$ cat config.mk
export PLATFORM = sky130hd
export DESIGN_NAME = cdd_top
export DESIGN_NICKNAME = d
export VERILOG_FILES = /design/src/shared/cdd_pkg.sv /design/src/design/cdd_channel.sv /design/src/design/cdd_top.sv
export SDC_FILE = /design/constraint.sdc
export NUM_CORES = 1
export LEC_CHECK = 0
export ABC_CLOCK_PERIOD_IN_PS = 5700
export BUFFER_PORTS_ARGS = -buffer_cell sky130_fd_sc_hd__buf_2
export CAP_MARGIN = 20
export CORE_MARGIN = 2
export CORE_UTILIZATION = 25
export DETAILED_ROUTE_END_ITERATION = 10
export PLACE_DENSITY = 0.5
export RECOVER_POWER = 25
export SLEW_MARGIN = 20
export SYNTH_ARGS = -nofsm -noshare
export SYNTH_HDL_FRONTEND = slang
export SYNTH_SLANG_ARGS = --single-unit
$ cat constraint.sdc
create_clock -name ref_clk -period 5.7 [get_ports ref_clk]
set_input_delay 0.855 -clock ref_clk [delete_from_list [all_inputs] [get_ports ref_clk]]
set_output_delay 0.855 -clock ref_clk [all_outputs]
set_load 0.01 [all_outputs]
$ cat src/shared/cdd_pkg.sv
//==============================================================
package cdd_pkg;
    localparam logic [7:0] CAL_CTRL_ADDR = 8'h18;
    localparam logic [7:0] ZD_CTRL_ADDR = 8'h1e;
    localparam logic [7:0] STATUS_ADDR = 8'h1f;
    localparam int CAL_START_BIT = 0;
    localparam int CAL_DIV_LSB = 1;
    localparam int ZD_MODE_LSB = 1;
    localparam int ZD_SRC_LSB = 3;
    localparam int CAL_DONE_BIT = 6;
    localparam logic [7:0] CAL_CTRL_RESET = 8'h00;
    localparam logic [7:0] ZD_CTRL_RESET = 8'h00;
    localparam logic [1:0] ZD_INTERNAL = 2'h1;
    localparam logic [1:0] ZD_EXTERNAL = 2'h3;
    localparam int CAL_CYCLES = 4400;
    localparam int CNT_W = 4;
    localparam int NUM_CH = 4;
    localparam int PRE_W = 3;
endpackage

$ cat src/design/cdd_channel.sv
`timescale 1ns/1ps
// one channel divider, stepped once per prescaled input cycle
module cdd_channel
    import cdd_pkg::*;
(
    input wire logic ref_clk,
    input wire logic rst,
    input wire logic step,
    input wire logic hold,
    input wire logic [cdd_pkg::CNT_W-1:0] low_count,
    input wire logic [cdd_pkg::CNT_W-1:0] high_count,
    input wire logic bypass,
    input wire logic dcc_on,
    input wire logic [cdd_pkg::CNT_W-1:0] delay,
    input wire logic start_high,
    input wire logic in_level,
    output logic out
);
    logic [CNT_W-1:0] cnt;
    logic [CNT_W-1:0] dly;
    logic phase_hi;
    logic half;
    // widened so that high_count of 15 cannot wrap onto a low_count of 0
    wire logic odd_fix = dcc_on && ({1'b0, low_count} == {1'b0, high_count} + 5'h01);
    wire logic [CNT_W-1:0] lim = phase_hi ? high_count : low_count;

    //==============================================================
    // counters; held in sync state resets to start level
    always_ff @(posedge ref_clk) begin
        if (rst || hold) begin
            cnt <= '0;
            dly <= delay;
            phase_hi <= start_high;
            half <= 1'b0;
        end else if (step) begin
            if (dly != '0) begin
                dly <= dly - 4'h1;
            end else if (cnt == lim) begin
                cnt <= '0;
                phase_hi <= ~phase_hi;
            end else begin
                cnt <= cnt + 4'h1;
            end
            half <= 1'b1;
        end
    end

    //==============================================================
    // duty correction: extend high by half an input cycle, using input level
    always_ff @(posedge ref_clk) begin
        if (rst) begin
            out <= 1'b0;
        end else if (hold) begin
            out <= start_high;
        end else if (bypass) begin
            out <= in_level;
        end else if (odd_fix && !phase_hi && cnt == '0 && dly == '0 && half) begin
            out <= in_level; // first low cycle keeps high half
        end else begin
            out <= phase_hi;
        end
    end
endmodule // cdd_channel

$ cat src/design/cdd_top.sv
`timescale 1ns/1ps
// distribution control: registers, prescaler, calibration timer, channels
module cdd_top
    import cdd_pkg::*;
#(
    parameter int CAL_CYCLES_P = cdd_pkg::CAL_CYCLES
)(
    input wire logic ref_clk,
    input wire logic rst,
    input wire logic clk_en,
    input wire logic reg_wr,
    input wire logic [7:0] reg_addr,
    input wire logic [7:0] reg_wdata,
    output logic [7:0] reg_rdata,
    input wire logic div_in,
    input wire logic pd_tick,
    input wire logic [cdd_pkg::PRE_W-1:0] pre_ratio,
    input wire logic [cdd_pkg::NUM_CH*cdd_pkg::CNT_W-1:0] low_counts,
    input wire logic [cdd_pkg::NUM_CH*cdd_pkg::CNT_W-1:0] high_counts,
    input wire logic [cdd_pkg::NUM_CH-1:0] bypass,
    input wire logic [cdd_pkg::NUM_CH-1:0] dcc_disable,
    input wire logic [cdd_pkg::NUM_CH*cdd_pkg::CNT_W-1:0] delays,
    input wire logic [cdd_pkg::NUM_CH-1:0] start_high,
    input wire logic sync_req,
    input wire logic ext_fb_in,
    output logic [cdd_pkg::NUM_CH-1:0] ch_out,
    output logic fb_out,
    output logic in_sync,
    output logic cal_busy
);
    import cdd_pkg::*;

    typedef enum logic [1:0] {
        CDD_IDLE = 2'b01,
        CDD_CAL = 2'b10
    } cdd_state_t;

    cdd_state_t state;
    logic [7:0] cal_ctrl;
    logic [7:0] zd_ctrl;
    logic cal_done;
    logic start_prev;
    logic [12:0] cal_cnt;
    logic [4:0] cal_div_cnt;
    logic [PRE_W-1:0] pre_cnt;
    logic div_prev;
    logic pre_level;
    logic [NUM_CH-1:0] ch_raw;

    //==============================================================
    // register decode
    wire logic wr_cal = clk_en && reg_wr && reg_addr == CAL_CTRL_ADDR;
    wire logic wr_zd = clk_en && reg_wr && reg_addr == ZD_CTRL_ADDR;
    wire logic [1:0] cal_div_sel = cal_ctrl[CAL_DIV_LSB +: 2];
    wire logic [4:0] cal_div_max = 5'((5'h2 << cal_div_sel) - 5'h1); // 2,4,8,16
    wire logic [1:0] zd_mode = zd_ctrl[ZD_MODE_LSB +: 2];
    wire logic [1:0] zd_src = zd_ctrl[ZD_SRC_LSB +: 2];
    wire logic zd_int = zd_mode == ZD_INTERNAL;
    wire logic zd_ext = zd_mode == ZD_EXTERNAL;
    // rising edge of start bit only; settings changes never start one
    wire logic cal_req = wr_cal && reg_wdata[CAL_START_BIT] && !start_prev;
    wire logic cal_tick = pd_tick && cal_div_cnt == cal_div_max;
    wire logic cal_last = state == CDD_CAL && cal_tick && cal_cnt == 13'(CAL_CYCLES_P - 1);
    wire logic hold = sync_req || state == CDD_CAL;
    wire logic in_edge = div_in && !div_prev;
    wire logic pre_wrap = pre_cnt >= pre_ratio - 3'h1 || pre_ratio == '0;
    wire logic step = clk_en && in_edge && pre_wrap;
    wire logic dcc_allowed = pre_ratio > 3'h1;
    wire logic [7:0] status = {1'b0, cal_done, 6'h00};
    wire logic [7:0] next_rdata = reg_addr == CAL_CTRL_ADDR ? cal_ctrl :
                                  reg_addr == ZD_CTRL_ADDR ? zd_ctrl :
                                  reg_addr == STATUS_ADDR ? status : 8'h00;
    wire logic fb_int_src = ch_raw[0];
    wire logic next_fb = zd_int ? fb_int_src : zd_ext ? ext_fb_in : 1'b0;

    //==============================================================
    // registers and readback
    always_ff @(posedge ref_clk) begin
        if (rst) begin
            cal_ctrl <= CAL_CTRL_RESET;
            zd_ctrl <= ZD_CTRL_RESET;
            start_prev <= 1'b0;
            reg_rdata <= 8'h00;
        end else if (clk_en) begin
            if (wr_cal) begin
                cal_ctrl <= reg_wdata;
                start_prev <= reg_wdata[CAL_START_BIT];
            end
            if (wr_zd) begin
                zd_ctrl <= reg_wdata;
            end
            reg_rdata <= next_rdata;
        end
    end

    //==============================================================
    // calibration timer: counts calibration clock ticks while busy
    always_ff @(posedge ref_clk) begin
        if (rst) begin
            state <= CDD_IDLE;
            cal_cnt <= '0;
            cal_div_cnt <= '0;
            cal_done <= 1'b0;
        end else if (clk_en) begin
            if (pd_tick) begin
                cal_div_cnt <= cal_tick ? 5'h00 : cal_div_cnt + 5'h01;
            end
            unique case (state)
                CDD_IDLE: begin
                    if (cal_req) begin
                        state <= CDD_CAL;
                        cal_cnt <= '0;
                        cal_done <= 1'b0;
                        cal_div_cnt <= '0;
                    end
                end
                CDD_CAL: begin
                    if (cal_last) begin
                        state <= CDD_IDLE;
                        cal_done <= 1'b1;
                    end else if (cal_tick) begin
                        cal_cnt <= cal_cnt + 13'h0001;
                    end
                end
                default: begin
                    state <= CDD_IDLE;
                end
            endcase
        end
    end

    //==============================================================
    // prescaler: counts rising edges of the divider input
    always_ff @(posedge ref_clk) begin
        if (rst) begin
            pre_cnt <= '0;
            div_prev <= 1'b0;
            pre_level <= 1'b0;
        end else if (clk_en) begin
            div_prev <= div_in;
            if (in_edge) begin
                pre_cnt <= pre_wrap ? '0 : pre_cnt + 3'h1;
            end
            pre_level <= pre_ratio <= 3'h1 ? div_in : pre_cnt < (pre_ratio >> 1);
        end
    end

    //==============================================================
    // four channels, each with its own divider; all share one prescaler
    for (genvar i = 0; i < NUM_CH; i++) begin : g_ch
        cdd_channel u_ch (
            .ref_clk(ref_clk),
            .rst(rst),
            .step(step),
            .hold(hold),
            .low_count(low_counts[i*CNT_W +: CNT_W]),
            .high_count(high_counts[i*CNT_W +: CNT_W]),
            .bypass(bypass[i]),
            .dcc_on(!dcc_disable[i] && dcc_allowed),
            .delay(delays[i*CNT_W +: CNT_W]),
            .start_high(start_high[i]),
            .in_level(pre_level),
            .out(ch_raw[i])
        );
    end

    //==============================================================
    // outputs re-registered so every port comes from a flop
    always_ff @(posedge ref_clk) begin
        if (rst) begin
            ch_out <= '0;
            fb_out <= 1'b0;
            in_sync <= 1'b0;
            cal_busy <= 1'b0;
        end else if (clk_en) begin
            ch_out <= ch_raw;
            fb_out <= next_fb;
            in_sync <= hold;
            cal_busy <= state == CDD_CAL;
        end
    end
endmodule // cdd_top

# Yosys cells after proc, flatten, opt, wreduce, memory -nomap -nowiden
# Index checks and enable logic that the tools add are counted.
[op_classes] add_sub_neg=17 muxes=69 n_eq_ne=25 magnitude_cmp=4 reduce_logical=89 shifts=1 bitwise=8
[op_table] operator="4-bit two-way mux" n=20
[op_table] operator="13-bit two-way mux" n=3
[op_table] operator="1-bit logical AND" n=35
[op_table] operator="1-bit two-way mux" n=33
[op_table] operator="4-bit logical NOT" n=8
[op_table] operator="13-bit one-hot mux with 2 select lines" n=1
[op_table] operator="8-bit by 5-bit equality test with 1-bit output, second input constant" n=3
[op_table] operator="2-bit AND reduction" n=11
[op_table] operator="4-bit by 1-bit adder with 5-bit output, second input constant" n=4
[op_table] operator="4-bit by 5-bit equality test with 1-bit output" n=4
[op_table] operator="5-bit two-way mux" n=4
[op_table] operator="2-bit nonzero test" n=10
[op_table] operator="4-bit by 1-bit adder with 4-bit output, second input constant" n=4
[op_table] operator="4-bit equality test" n=4
[op_table] operator="8-bit two-way mux" n=2
[op_table] operator="4-bit nonzero test" n=4
[op_table] operator="4-bit by 1-bit subtractor with 4-bit output, second input constant" n=4
[op_table] operator="3-bit AND reduction" n=5
[op_table] operator="2-bit != test, second input constant" n=7
[op_table] operator="13-bit by 1-bit adder with 13-bit output, second input constant" n=1
[op_table] operator="13-bit equality test, second input constant" n=1
[op_table] operator="1-bit logical NOT" n=10
[op_table] operator="1-bit inverter" n=8
[op_table] operator="7-bit two-way mux" n=1
[op_table] operator="other kinds (21)" n=26
[word_totals] output_inout_bits=15 register_bits=99 elab_cells=245 inputBits=87

# Logic depth before layout (Yosys ltp)
# Gate-level depths: netlist of the first run.
[logic_depth] word_depth=10 ltp_mapped=9 ltp_nobuf=8

# Hierarchy
# A second synthesis of the first run with hierarchy kept.
[unflattened] hier_cells=669 area_unflattened_um2=6099.6
[modules_own_cells] mod="cdd_channel" area_each_um2=788.3 cells_per_inst=84 seq_area_each_um2=270.3 n_inst=4
[modules_own_cells] mod="cdd_top" area_each_um2=2946.6 cells_per_inst=333 seq_area_each_um2=1141.1 n_inst=1

# Least setup slack after synthesis of the first run
# No wires, ideal clock.
[synth_timing] kind="input-to-reg" from="in pre_ratio[0] (netlist bit)" to="reg g_ch[0].u_ch.cnt[2]" path_stages=7 setup_slack_ps=3152 setup_ps=122 required_time_ps=5578 arrival_ps=2426 path_buffers=0 path_cell_list="inv_1 > ha_1 > ha_1 > a2111o_1 > nand3_1 > nor3b_1 > a311o_1"
[synth_via] elab_chain_len=5 word_cells_on_any_way=6 classes_between="1 x add/sub; 1 x order compare; 4 x reduce/logical"
[synth_rtl] element="start, declared" line_no="cdd_top.sv:17" text="input wire logic [cdd_pkg::PRE_W-1:0] pre_ratio,"
[synth_rtl] element="3-bit by 1-bit subtractor with 3-bit output" line_no="cdd_top.sv:66" text="wire logic pre_wrap = pre_cnt >= pre_ratio - 3'h1 || pre_ratio == '0;"
[synth_rtl] element="3-bit greater-or-equal comparator" line_no="cdd_top.sv:66"
[synth_rtl] element="1-bit logical OR (*)" line_no="cdd_top.sv:66"
[synth_rtl] element="1-bit logical AND (*)" line_no="cdd_top.sv:67" text="wire logic step = clk_en && in_edge && pre_wrap;"
[synth_rtl] element="2-bit AND reduction (no source line) (*)"
[synth_rtl] element="end signal, assigned" line_no="cdd_channel.sv:42" text="cnt <= cnt + 4'h1;"
[synth_rtl] element="end, declared" line_no="cdd_channel.sv:19" text="logic [CNT_W-1:0] cnt;"
# Mark *: on every way between the ends. The rest lies on a longest branch, timed or not.
# A chain may end at the register's enable or synchronous reset.

# Worst setup path in the final report of the first run
[layout_timing] from="in rst" to="reg g_ch[2].u_ch.cnt[3]"
[layout_via] elab_chain_len=1
[layout_rtl] element="start, declared" line_no="cdd_top.sv:9" text="input wire logic rst,"
[layout_rtl] element="1-bit logical OR" line_no="cdd_channel.sv:30" text="if (rst || hold) begin"
[layout_rtl] element="end signal, assigned" line_no="cdd_channel.sv:42"
[layout_rtl] element="end, declared" line_no="cdd_channel.sv:19"
# Every way passes these cells.

==> impl_results.md, run 1 <==
- DRT Wirelength: 14700 um
- Fillers: 2404
- Post-synthesis compound-gate area fraction: 11.9%
- Share of layout cells above drive strength 1: 16.1%
- Critical Path RT: 5.93 ns
- Met1 usage: 15.8%
- Slew Limit Fails: 47
- Crit path DAT: 3.90 ns
- Clk_lat worst skew: 0.35 ns
- Slew HR: -41.5%
- Peak VDD IR: 132 uV
- Setup TNS: 0 ns
- Synth top cells by count: dfxtp_1, nor2_1, nand2_1
- Area share of xor/xnor cells in the synthesized design: 7.98%
- Crit. Startpoint: rst
- Vias post-DR: 4829
- Worst path cell trace: clkbuf_1 -> inv_1 -> nand2_1 -> nor4b_1 -> a311o_1
- Count of final hold-check violations: 0
- Max cap viols: 1
- CTS tree: built
- Max Buffers Root-to-Sink: 2
- Grt ovf: 0
- TritonCTS Buffers: 9
- Diode count: 0
- Most frequent cell after synthesis: dfxtp_1
- Post-synth top area cell: dfxtp_1
- Mapped Avg Cell Area: 8.99 um2
- Die Area: 24100 um2
- Die width: 155 um
- Static Leak: 2.58 nW
- Final setup viols: 0
- Run status: complete, but fails checks
- Seq cells post-synth: 98
- Layout Nets: 833
- Failing checks: capacitance limit, slew limit
- Initial antenna violation count: 0
- Main combinational cell family by area after synthesis: simple AND/OR/NAND/NOR gates
- M2 GR Usage: 21.8%
- Syn Nets: 748
- H-tree depth: 3
- Synth Area in Simple Gates: 24.1%
- Initial DRC count: 233
- Main synth FF type: dfxtp_1
- Final design utilization: 30.1%
- RSZ-0062 raised after global routing: no
- Initial Utilization: 25.4%
- Fmax achieved: 273 MHz
- Final ANT Viol Nets: 0
- 1st-pass router iterations: 4
- Slowest-stage cell, CP: clkbuf_1
- FFs w/ async S/R, synth: 0%
- Period utilization: 64.3%
- Hold WC Path Type: reg -> reg
- Crit Path Class: in -> reg
- Vias in the first global route: 4635
- Die height: 155 um
- Post-synth EDFFs: 20
- Clock-pin slew of the registers on the worst-case setup and hold paths: 0.07 ns
- First-pass GRT wire length: 24000 um
- Mapped Cells: 635
- Wire length per cell: 14.6 um
- Crit path time final: 3.66 ns
- HP Start: fb_out
- Area delta synth->final: 18.5%
- CP startpoint kind: input pin
- Mux cell area share after synthesis: 8.44%
- Setup bufs post-CTS: 0
- Pin count of the biggest net entering global routing: 47
- Site Rows: 55
- Adder-Cell Fraction of Synth Area: 5.70%
- Register area share after synthesis: 37.9%
- Core Region: 22500 um2
- Worst-Margin Slew: 2.12 ns
- DP Area: 6460 um2
- Met3 GRT Util: 2.59%
- Hold buffers post-CTS: 0
- Cell variety after synth: 60
- Clock Sinks: 98
- Post-route cell area: 6760 um2
- Pwr dens: 238 nW/um2
- Crit end category: flop
- # DRC: 0
- Crit-path max FO: 46
- Clk root buf: clkbuf_16
- All-Layer GR Usage: 12.4%
- Worst R2R Start: g_ch[2].u_ch.dly[0]
- Mapped Area: 5710 um2
- Busiest grt layer: met2
- Clk_skew: 0.00767 ns
- Post_cts resized: 0
- GPL Wtd Cong: 0.736
- Via/cell ratio: 4.78
- YS warnings: 0
- Main area contributors after synthesis: dfxtp_1, edfxtp_1, mux2i_1, ha_1, xnor2_1
- Slowest Stage Delay on Critical Path: 1.48 ns
- Post-DP HPWL: 11200 um
- Yosys top cell area share: 27.4%
- Port Buffers: 101
- Top-Level Pins: 102
## worst max-delay path, delay by kind of cell
kind	cells	cell delay [ns]
buffers and inverters	2	1.80
and+or+nand+nor	2	0.93
AOI/OAI and AO/OA	1	0.29
## sequential cells by signal, summed over array words and instances (netlist names), 2 cells and up
name,flops
g_ch.u_ch.cnt,16
g_ch.u_ch.dly,16
cal_cnt,13
cal_ctrl,8
reg_rdata,8
zd_ctrl,8
cal_div_cnt,5
ch_out,4
g_ch.u_ch.out,4
g_ch.u_ch.phase_hi,4
pre_cnt,3
state,2
## routing by layer
layer | routed length (um) | share of wire, % | vias to the layer above
met5 | 0 | 0 | -
met4 | 92 | 0.62 | 0
met3 | 629 | 4.3 | 7
met2 | 7210 | 49 | 89
met1 | 6790 | 46 | 2253
li1 | - | - | 2480
## layout by cell type (no fill, tap or decap), types with 7 or more instances in the layout
master | netlist | final
a21oi_1 | 43 | 43
and3_1 | 7 | 7
nor3b_1 | 7 | 7
a311oi_1 | 7 | 7
nor2_1 | 53 | 53
xnor2_1 | 36 | 36
inv_1 | 24 | 24
clkbuf_1 | 15 | 16
o21ai_0 | 22 | 22
nor3_1 | 14 | 14
xor2_1 | 16 | 16
mux2i_1 | 47 | 47
a22o_1 | 7 | 7
buf_2 | 12 | 85
nand2_1 | 51 | 51
clkbuf_16 | 0 | 9
dfxtp_1 | 78 | 78
edfxtp_1 | 20 | 20
nand2b_1 | 7 | 7
ha_1 | 26 | 26
nand4_1 | 24 | 24
nand3_1 | 34 | 34
## where the power goes
part,switching [W],leakage (nW),internal (W)
Combinational,0.000113,1.60,0.0000911
Clock,0.000299,0.155,0.000355
Sequential,0.0000215,0.834,0.000733
## final cells by class
class | instances | area [um2] | area share (%)
well taps | 285 | 357 | 5.27
repair buffers | 103 | 500 | 7.40
flip-flops and latches | 98 | 2160 | 32.0
multi-input cells | 484 | 3330 | 49.3
clock inverters | 7 | 96.3 | 1.42
clock buffers | 9 | 225 | 3.33
inverters | 24 | 90.1 | 1.33
## cells by family after synthesis
logic type | count (synthesis)
buf+inv | 53
simple gates | 251
fa+ha+maj | 26
mux | 48
flops | 98
compound gates | 107
xor+xnor | 52
## per-stage QoR
stage               hold WS (ns)  setup slack [ns]  cells  total power [W]
floorplan                  0.436              3.15    635         0.000900
global placement           0.453              2.56    994         0.000978
detailed placement         0.459              2.54    994         0.000979
CTS                        0.471              2.91   1010          0.00164
global route               0.493              1.60   1010          0.00169
finish                     0.469              2.04   1010          0.00161
## path summary, 6_finish.rpt
path              cells after the start  slack, ns             endpoint
setup / recovery                      5       2.04  g_ch[2].u_ch.cnt[3]
hold / removal                        2       0.47               fb_out
setup reg to reg                      6       3.26  g_ch[2].u_ch.cnt[1]
hold reg to reg                       2       0.47               fb_out
Note: power is estimated with default switching activity, not from simulation.
==> run 2: changes to the inputs <==
--- a/config.mk
+++ b/config.mk
@@ -5,7 +5,7 @@
 export SDC_FILE = /design/constraint.sdc
 export NUM_CORES = 1
 export LEC_CHECK = 0
-export ABC_CLOCK_PERIOD_IN_PS = 5700
+export ABC_CLOCK_PERIOD_IN_PS = 3600
 export BUFFER_PORTS_ARGS = -buffer_cell sky130_fd_sc_hd__buf_2
 export CAP_MARGIN = 20
 export CORE_MARGIN = 2
==> constraint.sdc (replaced) <==
create_clock -name ref_clk -period 3.6 [get_ports ref_clk]
set_input_delay 0.54 -clock ref_clk [delete_from_list [all_inputs] [get_ports ref_clk]]
set_output_delay 0.54 -clock ref_clk [all_outputs]
set_load 0.01 [all_outputs]
==> impl_results.md, run 2 (same netlist as run 1, synthesis figures left out) <==
- All-Layer GR Usage: 12.6%
- Initial DRC count: 222
- Pin count of the biggest net entering global routing: 35
- Hold buffers post-CTS: 0
- Max Buffers Root-to-Sink: 2
- Crit-path max FO: 18
- Worst-Margin Slew: 1.16 ns
- Clk_skew: 0.00864 ns
- CP startpoint kind: input pin
- Fmax achieved: 376 MHz
- RSZ-0062 raised after global routing: no
- Max cap viols: 0
- Area delta synth->final: 18.2%
- H-tree depth: 3
- Die width: 155 um
- Worst path cell trace: clkbuf_1 -> nand2_1 -> nor4_1 -> clkbuf_1 -> a21oi_1 -> nand2b_1 -> mux2i_1
- Core Region: 22500 um2
- Vias in the first global route: 4740
- GPL Wtd Cong: 0.759
- Vias post-DR: 4796
- Most frequent cells in the layout: buf_2, dfxtp_1, nor2_1
- Crit Path Class: in -> reg
- Run status: complete, no violations
- Setup TNS: 0 ns
- Static Leak: 2.59 nW
- Top-Level Pins: 102
- Final setup viols: 0
- Most common cell on crit path: clkbuf_1
- Peak VDD IR: 172 uV
- Hold WC Path Type: in -> reg
- Clk root buf: clkbuf_16
- Biggest regs: g_ch.u_ch.cnt x16, g_ch.u_ch.dly x16, cal_cnt x13
- Grt ovf: 0
- # DRC: 0
- First-pass GRT wire length: 24000 um
- Clk_lat worst skew: 0.35 ns
- Layout Nets: 839
- 1st-pass router iterations: 4
- Diode count: 0
- Pwr dens: 365 nW/um2
- Final ANT Viol Nets: 0
- TritonCTS Buffers: 9
- Crit path time final: 2.66 ns
- Slowest-stage cell, CP: clkbuf_1
- Share of layout cells above drive strength 1: 16.1%
- Critical Path RT: 3.84 ns
- Die Area: 24100 um2
- Slew Limit Fails: 0
- Via/cell ratio: 4.72
- CTS tree: built
- Clock Sinks: 98
- Period utilization: 74.0%
- Slew HR: 22.3%
- Most common cell after layout, fill and taps aside: buf_2
- Post-DP HPWL: 11500 um
- Wire length per cell: 14.6 um
- Site Rows: 55
- Clock-pin slew of the registers on the worst-case setup and hold paths: 0.07 ns
- Crit end category: flop
- Setup bufs post-CTS: 0
- Initial Utilization: 25.4%
- DRT Wirelength: 14900 um
- Post_cts resized: 0
- Placed Cells: 1000
- Slowest Stage Delay on Critical Path: 0.68 ns
- Port Buffers: 101
- Crit path DAT: 2.90 ns
- Count of final hold-check violations: 0
- Initial antenna violation count: 0
- Die height: 155 um
- Non-filler cells, final: 1016
-- run 2: cell count changes in the layout (fill, tap and decap cells not counted), moves of 2 or more --
cell      change
inv_8         -2
clkbuf_1      +3
clkinv_4      +3
buf_4         +3
-- run 2: path summary, 6_finish.rpt --
| path | endpoint | from | cells after the start | slack, ns |
|---|---|---|---|---|
| setup / recovery | cal_cnt[10] | clk_en | 7 | 0.94 |
| hold / removal | cal_ctrl[4] | reg_wdata[4] | 3 | 0.44 |
| setup reg to reg | g_ch[2].u_ch.dly[1] | state[0] | 4 | 1.09 |
| hold reg to reg | fb_out | fb_out | 2 | 0.46 |
-- run 2: final cells by class --
type / instances / area [um2]
fill: 2409 / 15800
multi-input combinational: 484 / 3320
sequential: 98 / 2160
timing repair buffer: 109 / 534
tap: 285 / 357
clock buffer: 10 / 239
inverter: 24 / 90.1
clock inverter: 6 / 48.8
-- run 2: where the power goes --
group | total, W | leakage, nW | switching, W | internal, W
Sequential | 0.00120 | 0.834 | 0.0000343 | 0.00116
Combinational | 0.000325 | 1.61 | 0.000178 | 0.000147
Clock | 0.000943 | 0.145 | 0.000447 | 0.000496
Total | 0.00246 | 2.59 | 0.000659 | 0.00180
-- run 2: metrics by stage --
step	power, W	setup WS (ns)	instance area (um2)	hold WS (ns)	utilization (%)
2_1_floorplan	0.00142	1.37	5710	0.436	-
3_3_place_gp	0.00156	1.02	6510	0.442	28.9
3_5_place_dp	0.00155	0.977	6510	0.457	28.9
4_1_cts	0.00250	1.25	6800	0.431	30.2
5_1_grt	0.00259	0.680	6750	0.446	30.0
6_report	0.00246	0.937	6750	0.442	30.0
-- run 2: metal layers --
layer | wire length (um) | GRT usage [%]
met4 | 214 | 2.95
met5 | 0 | 0
met1 | 6670 | 15.3
met3 | 699 | 3.48
met2 | 7280 | 22.1
-- run 2: critical path: cells and delay by family --
kind / cells / cell delay [ns]
mux: 1 / 0.08
buf+inv: 2 / 1.27
simple gates: 3 / 0.56
compound gates: 1 / 0.44
